### src/include/chmc_pkg.sv
// package for the charge mode control logic: register map, fields, timing
// assumes a 25 MHz hclk and an AHB-Lite master with single word transfers
package chmc_pkg;

    // ************************************************
    // register offsets (byte addresses)
    // ************************************************
    localparam logic [7:0] ctrl_addr    = 8'h00;
    localparam logic [7:0] status_addr  = 8'h04;
    localparam logic [7:0] timer_addr   = 8'h08;
    localparam logic [7:0] limit_addr   = 8'h0c;

    // ************************************************
    // ctrl fields
    // ************************************************
    localparam int ctrl_soft_reset_bit = 0;
    localparam int ctrl_enable_bit     = 1;
    localparam logic [1:0] ctrl_reset_value = 2'h2;

    // ************************************************
    // status fields
    // ************************************************
    localparam int st_fast_bit      = 0;
    localparam int st_time_mode_bit = 1;
    localparam int st_ot_latch_bit  = 2;
    localparam int st_full_bit      = 3;
    localparam int st_timeout_bit   = 4;
    localparam int st_cold_bit      = 5;
    localparam int st_window_bit    = 6;
    localparam int st_uvlo_bit      = 7;
    localparam int st_slope_cnt_lsb = 8;

    // ************************************************
    // timing
    // ************************************************
    localparam int  clk_hz          = 25_000_000;
    localparam int  holdoff_s       = 160;
    localparam int  minute_s        = 60;
    // one-second prescaler count, least time rounded up
    localparam int  sec_cycles      = clk_hz;
    localparam logic [24:0] sec_last = 25'(sec_cycles - 1);

    // time limits in minutes, indexed by {lower, thermistor, upper}
    localparam logic [8:0] limit_min_7 = 9'h11b;  // 283
    localparam logic [8:0] limit_min_6 = 9'h0f7;  // 247
    localparam logic [8:0] limit_min_5 = 9'h0d4;  // 212
    localparam logic [8:0] limit_min_4 = 9'h0b1;  // 177
    localparam logic [8:0] limit_min_3 = 9'h08d;  // 141
    localparam logic [8:0] limit_min_2 = 9'h06a;  // 106
    localparam logic [8:0] limit_min_1 = 9'h047;  // 71

    typedef enum logic [2:0]
    {
        chmc_fast    = 3'h1,
        chmc_trickle = 3'h2,
        chmc_latched = 3'h4
    } chmc_mode_t;

endpackage

### src/hw/chmc_top.sv
// charge mode control logic: fast / trickle decision with latched causes
// assumes comparator outputs arrive as asynchronous levels, AHB-Lite master
//
// Summary of operation
// - start in fast mode after reset
// - trickle drives active-low output low
// - any programming input high selects time
// - all inputs low: temperature mode, timer off
// - programming code selects fast charge limit
// - under temperature in temperature mode forces unlatched trickle
// - warming past lower limit resumes fast
// - over temperature in temperature mode sets latch, trickle
// - over-temperature latch holds until reset pulse
// - pack reconnect or supply cycle clears latch
// - window entry gives fast and reset pulse
// - sense outside window forces trickle
// - two slope events after holdoff latch trickle
// - latched trickle leaves only on reset pulse
// - timer reaching limit latches trickle
// - temperature mode inside limits allows fast
// - fast only with sense and backup good
// - undervoltage holds trickle, resets timer, latch
// - sense below window resets slope detection
`timescale 1ns/10ps
module chmc_top #(
    parameter int unsigned holdoff_cycles = 32'(64'(chmc_pkg::holdoff_s) * 64'(chmc_pkg::clk_hz)),
    parameter int unsigned minute_cycles  = chmc_pkg::minute_s * chmc_pkg::clk_hz
) (
    input  wire logic        hclk,                // system clock, 25 MHz
    input  wire logic        hresetn,             // async reset, active low
    input  wire logic        hsel,                // slave select
    input  wire logic [31:0] haddr,               // byte address
    input  wire logic [1:0]  htrans,              // transfer type
    input  wire logic        hwrite,              // write when high
    input  wire logic [2:0]  hsize,               // transfer size
    input  wire logic [31:0] hwdata,              // write data
    input  wire logic        hready,              // bus ready in
    output logic      [31:0] hrdata,              // read data
    output logic             hreadyout,           // slave ready
    output logic             hresp,               // always okay
    input  wire logic        sense_low_in,        // sense below 1.0 v
    input  wire logic        sense_high_in,       // sense above 2.0 v
    input  wire logic        slope_event_in,      // one negative slope event
    input  wire logic        under_temp_in,       // colder than lower limit
    input  wire logic        over_temp_in,        // hotter than upper limit
    input  wire logic        supply_uvlo_in,      // supply undervoltage
    input  wire logic        lower_limit_prog_in, // above select threshold
    input  wire logic        thermistor_prog_in,  // above select threshold
    input  wire logic        upper_limit_prog_in, // above select threshold
    output logic             fast_trickle_n       // low means trickle
);
    localparam int n_in = 9;

    logic [n_in-1:0] raw_in;
    logic [n_in-1:0] syn;

    assign raw_in = {upper_limit_prog_in, thermistor_prog_in, lower_limit_prog_in,
                     supply_uvlo_in, over_temp_in, under_temp_in,
                     slope_event_in, sense_high_in, sense_low_in};

    chmc_sync #(
        .width    (n_in)
    ) u_sync (
        .hclk     (hclk),
        .hresetn  (hresetn),
        .async_in (raw_in),
        .sync_out (syn)
    );

    logic s_low;
    logic s_high;
    logic s_slope;
    logic s_cold;
    logic s_hot;
    logic s_uvlo;
    logic [2:0] s_prog;

    assign s_low   = syn[0];
    assign s_high  = syn[1];
    assign s_slope = syn[2];
    assign s_cold  = syn[3];
    assign s_hot   = syn[4];
    assign s_uvlo  = syn[5];
    assign s_prog  = syn[8:6];

    // ************************************************
    // state
    // ************************************************
    typedef struct packed {
        chmc_pkg::chmc_mode_t mode;
        logic        ot_latch;
        logic        full_latch;
        logic        timeout_latch;
        logic        in_window;
        logic        slope_prev;
        logic [1:0]  slope_cnt;
        logic [31:0] holdoff_cnt;
        logic [31:0] tick_cnt;
        logic [8:0]  minutes;
        logic        enable;
        logic        soft_reset;
        logic        out_n;
        logic        ap_valid;
        logic        ap_write;
        logic [7:0]  ap_addr;
        logic [31:0] rdata;
    } chmc_state_t;

    chmc_state_t cur;
    chmc_state_t next_s;

    logic       window;
    logic       time_mode;
    logic [8:0] limit;
    logic       reset_pulse;
    logic       slope_rise;
    logic       hold_done;
    logic       minute_tick;
    logic       any_latch;
    logic       fast_ok;

    // any input open selects time mode
    assign time_mode = |s_prog;

    always_comb
    begin
        unique case ({s_prog[0], s_prog[1], s_prog[2]})
            3'h7: limit = chmc_pkg::limit_min_7;
            3'h6: limit = chmc_pkg::limit_min_6;
            3'h5: limit = chmc_pkg::limit_min_5;
            3'h4: limit = chmc_pkg::limit_min_4;
            3'h3: limit = chmc_pkg::limit_min_3;
            3'h2: limit = chmc_pkg::limit_min_2;
            3'h1: limit = chmc_pkg::limit_min_1;
            default: limit = 9'h000;
        endcase
    end

    assign window      = !s_low && !s_high;
    // latched exit only on this pulse
    // uvlo also resets timer and latch
    assign reset_pulse = (window && !cur.in_window) || s_uvlo || cur.soft_reset;
    assign slope_rise  = s_slope && !cur.slope_prev;
    assign hold_done   = cur.holdoff_cnt >= 32'(holdoff_cycles);
    assign minute_tick = cur.tick_cnt == 32'(minute_cycles - 1);
    assign any_latch   = cur.ot_latch || cur.full_latch || cur.timeout_latch;
    // fast needs sense and backup good
    assign fast_ok     = window && !s_uvlo && cur.enable && (time_mode || !s_cold);

    always_comb
    begin
        next_s = cur;
        next_s.in_window  = window;
        next_s.slope_prev = s_slope;
        next_s.soft_reset = 1'b0;

        // ************************************************
        // latches
        // ************************************************
        // all latches clear together
        if (reset_pulse)
        begin
            next_s.ot_latch      = 1'b0;
            next_s.full_latch    = 1'b0;
            next_s.timeout_latch = 1'b0;
        end
        if (s_hot && !time_mode && !s_uvlo)
            next_s.ot_latch = 1'b1;

        // ************************************************
        // charge timer
        // ************************************************
        if (reset_pulse || !time_mode || cur.mode != chmc_pkg::chmc_fast)
        begin
            next_s.tick_cnt = 32'h0000_0000;
            if (reset_pulse)
                next_s.minutes = 9'h000;
        end
        else if (minute_tick)
        begin
            next_s.tick_cnt = 32'h0000_0000;
            next_s.minutes  = cur.minutes + 9'h001;
        end
        else
            next_s.tick_cnt = cur.tick_cnt + 32'h0000_0001;
        if (time_mode && cur.minutes >= limit && !s_uvlo)
            next_s.timeout_latch = 1'b1;

        // ************************************************
        // negative slope detection
        // ************************************************
        // sense low resets slope logic
        if (s_low || reset_pulse)
        begin
            next_s.slope_cnt   = 2'h0;
            next_s.holdoff_cnt = 32'h0000_0000;
        end
        else if (cur.mode == chmc_pkg::chmc_fast)
        begin
            if (!hold_done)
                next_s.holdoff_cnt = cur.holdoff_cnt + 32'h0000_0001;
            if (slope_rise && hold_done)
            begin
                next_s.slope_cnt = cur.slope_cnt + 2'h1;
                if (cur.slope_cnt == 2'h1)
                    next_s.full_latch = 1'b1;
            end
        end

        // ************************************************
        // mode
        // ************************************************
        // latched causes override fast
        if (next_s.ot_latch || next_s.full_latch || next_s.timeout_latch)
            next_s.mode = chmc_pkg::chmc_latched;
        else if (!fast_ok)
            next_s.mode = chmc_pkg::chmc_trickle;
        else
            next_s.mode = chmc_pkg::chmc_fast;

        next_s.out_n = next_s.mode == chmc_pkg::chmc_fast;

        // ************************************************
        // ahb-lite slave, zero wait states
        // ************************************************
        if (cur.ap_valid && cur.ap_write)
        begin
            if (cur.ap_addr == chmc_pkg::ctrl_addr)
            begin
                next_s.soft_reset = hwdata[chmc_pkg::ctrl_soft_reset_bit];
                next_s.enable     = hwdata[chmc_pkg::ctrl_enable_bit];
            end
        end
        next_s.ap_valid = hsel && hready && htrans[1];
        next_s.ap_write = hwrite;
        next_s.ap_addr  = haddr[7:0];
        next_s.rdata    = 32'h0000_0000;
        if (hsel && hready && htrans[1] && !hwrite)
        begin
            unique case (haddr[7:0])
                chmc_pkg::ctrl_addr:
                    next_s.rdata[chmc_pkg::ctrl_enable_bit] = cur.enable;
                chmc_pkg::status_addr:
                begin
                    next_s.rdata[chmc_pkg::st_fast_bit]      = cur.mode == chmc_pkg::chmc_fast;
                    next_s.rdata[chmc_pkg::st_time_mode_bit] = time_mode;
                    next_s.rdata[chmc_pkg::st_ot_latch_bit]  = cur.ot_latch;
                    next_s.rdata[chmc_pkg::st_full_bit]      = cur.full_latch;
                    next_s.rdata[chmc_pkg::st_timeout_bit]   = cur.timeout_latch;
                    next_s.rdata[chmc_pkg::st_cold_bit]      = s_cold;
                    next_s.rdata[chmc_pkg::st_window_bit]    = window;
                    next_s.rdata[chmc_pkg::st_uvlo_bit]      = s_uvlo;
                    next_s.rdata[chmc_pkg::st_slope_cnt_lsb +: 2] = cur.slope_cnt;
                end
                chmc_pkg::timer_addr:
                    next_s.rdata[8:0] = cur.minutes;
                chmc_pkg::limit_addr:
                    next_s.rdata[8:0] = limit;
                default:
                    next_s.rdata = 32'h0000_0000;
            endcase
        end
    end

    // reset state is fast, output high
    always_ff @(posedge hclk or negedge hresetn)
    begin
        if (!hresetn)
        begin
            cur            <= '0;
            cur.mode       <= chmc_pkg::chmc_fast;
            cur.enable     <= chmc_pkg::ctrl_reset_value[chmc_pkg::ctrl_enable_bit];
            cur.soft_reset <= 1'b0;
            cur.out_n      <= 1'b1;
            cur.in_window  <= 1'b1;
        end
        else
            cur <= next_s;
    end

    assign fast_trickle_n = cur.out_n;
    assign hrdata         = cur.rdata;
    assign hreadyout      = 1'b1;
    assign hresp          = 1'b0;
endmodule

### src/hw/chmc_sync.sv
// two-flop synchroniser bank for the comparator results
// assumes inputs are asynchronous levels from the analog front end
`timescale 1ns/10ps
module chmc_sync #(
    parameter int width = 8
) (
    input  wire logic             hclk,     // system clock
    input  wire logic             hresetn,  // async reset, active low
    input  wire logic [width-1:0] async_in, // raw comparator levels
    output logic      [width-1:0] sync_out  // synchronised levels
);
    logic [width-1:0] stage1;

    // ************************************************
    // per-bit double flop
    // ************************************************
    genvar i;
    generate
        for (i = 0; i < width; i++)
        begin : g_bit
            always_ff @(posedge hclk or negedge hresetn)
            begin
                if (!hresetn)
                begin
                    stage1[i]   <= 1'b0;
                    sync_out[i] <= 1'b0;
                end
                else
                begin
                    stage1[i]   <= async_in[i];
                    sync_out[i] <= stage1[i];
                end
            end
        end
    endgenerate
endmodule

### config.mk
export PLATFORM = sky130hd
export DESIGN_NAME = chmc_top
export DESIGN_NICKNAME = d
export VERILOG_FILES = /design/src/include/chmc_pkg.sv /design/src/hw/chmc_top.sv /design/src/hw/chmc_sync.sv
export SDC_FILE = /design/constraint.sdc
export NUM_CORES = 1
export LEC_CHECK = 0
export BUFFER_PORTS_ARGS = -buffer_cell sky130_fd_sc_hd__buf_2
export CELL_PAD_IN_SITES_DETAIL_PLACEMENT = 2
export CELL_PAD_IN_SITES_GLOBAL_PLACEMENT = 2
export CORE_MARGIN = 2
export CORE_UTILIZATION = 35
export CTS_CLUSTER_DIAMETER = 60
export CTS_CLUSTER_SIZE = 28
export DETAILED_ROUTE_END_ITERATION = 8
export PLACE_DENSITY_LB_ADDON = 0.1
export SETUP_SLACK_MARGIN = 0.15
export SLEW_MARGIN = 30
export SYNTH_ARGS = -nofsm -noshare
export SYNTH_HDL_FRONTEND = slang
export SYNTH_SLANG_ARGS = --single-unit
### constraint.sdc
create_clock -name hclk -period 2.9 [get_ports hclk]
set_input_delay 0.87 -clock hclk [delete_from_list [all_inputs] [get_ports hclk]]
set_output_delay 0.87 -clock hclk [all_outputs]
set_load 0.005 [all_outputs]
==> flow_metrics.py <==
metrics = {
    "placement": {
        "dp_hpwl_um": 11000,
        "place_ws_ns": 0.266,
        "place_congestion": 0.751,
        "port_buffers": 35,
    },
    "setup_path": {
        "critPathKind": "reg2reg",
        "cp_max_fo": 9,
        "endpoint_kind": "flip-flop",
        "start_kind": "flip-flop",
        "crit_required_ns": 3.24,
        "regToRegSetupSlack_ns": 0.31,
        "crit_arrival_ns": 2.93,
    },
    "routing": {
        "dr.pass1.iters": 4,
        "wl_met2_um": 7660,
        "wire_per_inst_um": 17.3,
        "viasPerCell": 5.13,
        "drt_wl_total_um": 15400,
        "via_count": 4564,
        "route.met3.wl_um": 460,
        "top_layer_used": "met4",
        "first_iter_violations": 140,
        "wl_met1_um": 7040,
        "route.detailed.drc": 0,
        "ant_nets": 0,
    },
    "timing": {
        "fin_skew_ns": 0.00907,
        "finalSetupViolations": 0,
        "relSlewSlack_pct": 47.4,
        "timing.final.ws_setup_ns": 0.312,
        "tns_ns": 0,
        "hold_ws_ns": 0.352,
        "slew_violations": 0,
        "min_period_ns": 2.59,
        "worst_slew_pin_slew_ns": 0.782,
        "min_period_over_period_pct": 89.3,
        "clock.fmax_mhz": 386,
        "rsz0062_at_grt": "false",
        "hold_viol_final": 0,
    },
    "yosys": {
        "ys_seq_area_share_pct": 49.9,
        "syn_area_um2": 6170,
        "synth_enable_flop_cells": 0,
        "syn_area_per_cell_um2": 9.99,
        "yosys_warnings": 0,
        "ys_async_sr_fraction_pct": 100,
        "ys_ff_latch": 123,
        "ys_types": 55,
        "synthFlopType": "dfrtp_1",
        "syn_inst": 618,
    },
    "die": {
        "io_pins": 118,
        "design.core.area_um2": 17300,
        "start_util_pct": 35.7,
        "die_area_um2": 18700,
        "die_x_um": 137,
        "die_h_um": 137,
        "std_cell_rows": 48,
    },
    "clock_tree": {
        "clk_pin_slew_ns": 0.06,
        "numCtsBuffers": 17,
        "cts_sinks": 123,
        "cts_tree": "yes",
        "clk_latency_ns": 0.41,
        "root_buffer": "clkbuf_16",
        "h-tree-depth": 4,
        "cts_setup_buffers": 0,
        "clockBufferDepth": 2,
    },
    "run_status": {
        "status": "finished, final reports clean",
    },
    "power_and_ir_drop": {
        "p_seq_share_pct": 43.9,
        "swShare_pct": 21.2,
        "combPwrFrac_pct": 3.7,
        "clockPowerShare_pct": 52.4,
        "vdd_drop_max_uv": 415,
        "power_density_nw_per_um2": 567,
        "p_leak_uw": 0.00306,
        "p_int_uw": 3170,
        "switchingPower_uw": 852,
    },
    "global_routing": {
        "grt_max_degree": 52,
        "grtUsageTotal_pct": 18.2,
        "grt_overflow": 0,
        "first_global_vias": 5035,
        "grt_pass1_wl_um": 26300,
        "antenna_found_initial": 0,
    },
    "finish": {
        "drive_above_1_share_pct": 14.6,
        "final_cell_mix": "dfrtp_1, nor2_1, xor2_1",
        "diodes": 0,
        "layout_commonest_cell": "dfrtp_1",
        "nets": 749,
        "area_growth_pct": 14.7,
    },
    "worst_hold_path": {
        "hold_class": "reg2reg",
    },
    "run": {
        "cap_violations": 0,
    },
}
-- cell usage after synthesis (all sizes together), types with 2 or more instances --
| library cell | number | share of area [%] |
|---|---|---|
| o21a | 2 | 0.24 |
| dfstp | 3 | 1.3 |
| ha | 14 | 2.8 |
| conb | 2 | 0.12 |
| nor2 | 105 | 6.4 |
| a211oi | 3 | 0.36 |
| inv | 10 | 0.61 |
| xnor2 | 14 | 2.0 |
| a22oi | 6 | 0.73 |
| nand3b | 4 | 0.49 |
| and4 | 5 | 0.71 |
| a21oi | 15 | 1.2 |
| mux2 | 3 | 0.55 |
| clkbuf | 10 | 0.61 |
| nor3 | 8 | 0.83 |
| nor4b | 4 | 0.81 |
| and3 | 19 | 1.9 |
| nand3 | 40 | 3.4 |
| nand4 | 26 | 2.6 |
| o2111ai | 2 | 0.28 |
| o21ai | 14 | 1.1 |
| nand2 | 41 | 2.6 |
| xor2 | 53 | 7.5 |
| o21bai | 2 | 0.24 |
| nor4 | 9 | 1.5 |
| dfrtp | 120 | 49 |
| and2 | 9 | 0.91 |
| or3 | 9 | 0.91 |
| nand2b | 4 | 0.41 |
| a2111oi | 3 | 0.73 |
| nor2b | 4 | 0.41 |
| buf | 43 | 4.9 |
-- area by class of cell --
type                            count  area, µm²
Fill cell                        1874      10200
Sequential cell                   123       3080
Multi-Input combinational cell    454       2800
Clock buffer                       25        505
Timing Repair Buffer               46        285
Tap cell                          225        282
Clock inverter                      7       87.6
Inverter                           10       37.5
-- worst max-delay path, stage by stage (launching register included) --
cell and delay, ns:
dfrtp_1 0.55, o21ai_0 0.22, ha_1 0.23, a211oi_1 0.26
nor2_1 0.08, a2111oi_0 0.34, a2111oi_0 0.16, buf_4 0.16
a311o_2 0.38, nor2b_1 0.13
-- per-layer routing --
layer	track usage, %	vias to the layer above
met2	30.9	61
li1	-	2140
met3	3.78	15
met4	5.84	0
met5	0	-
met1	23.3	2348
-- what timing repair did --
action | 4_1_cts | 5_1_grt
hold buffers | 0 | 0
gates resized for setup | 0 | 4
endpoints found under the hold margin | 0 | 0
endpoints found under the setup margin | 0 | 2
-- final timing paths --
kind / startpoint / endpoint / cells past startpoint
max in group asynchronous: hresetn / cur[121]$_DFF_PN1_ / 2
worst max register to register: u_sync.sync_out[7]$_DFF_PN0_ / cur[125]$_DFF_PN1_ / 9
worst max-delay path: u_sync.sync_out[7]$_DFF_PN0_ / cur[125]$_DFF_PN1_ / 9
min in group asynchronous: hresetn / cur[37]$_DFF_PN0_ / 1
worst min-delay path: u_sync.stage1[4]$_DFF_PN0_ / u_sync.sync_out[4]$_DFF_PN0_ / 0
worst min register to register: u_sync.stage1[4]$_DFF_PN0_ / u_sync.sync_out[4]$_DFF_PN0_ / 0
-- cells by family after synthesis --
group                    count (synthesis)  share of synthesized area, %
buffers and inverters                   63                          6.16
AO/OA/AOI/OAI                           54                          6.22
multiplexers                             4                         0.709
flip-flops                             123                          49.9
XOR/XNOR                                67                          9.51
adder cells (fa/ha/maj)                 14                          2.84
AND/OR/NAND/NOR                        291                          24.5
other                                    2                         0.122
-- flip-flops by register name, indices dropped and copies added, names as in the netlist --
name             count
hrdata              10
u_sync.sync_out      9
cur                 95
u_sync.stage1        9
-- power groups by stage --
stage	Clock, µW	Combinational [µW]	Sequential [µW]
after floorplan	0	93.6	1780
final	2100	150	1760
after global routing	2250	174	1760
after detailed placement	0	152	1790
after global placement	0	145	1790
after CTS	2180	155	1760
-- through the flow --
stage,instance area (µm²),util [%],total power (µW),cells
floorplan,6260,-,1870,640
global placement,6480,37.5,1930,858
detailed placement,6480,37.5,1940,858
CTS,7070,40.9,4090,890
global route,7080,40.9,4190,890
finish,7080,40.9,4020,890
Note: power is estimated with default switching activity, not from simulation.
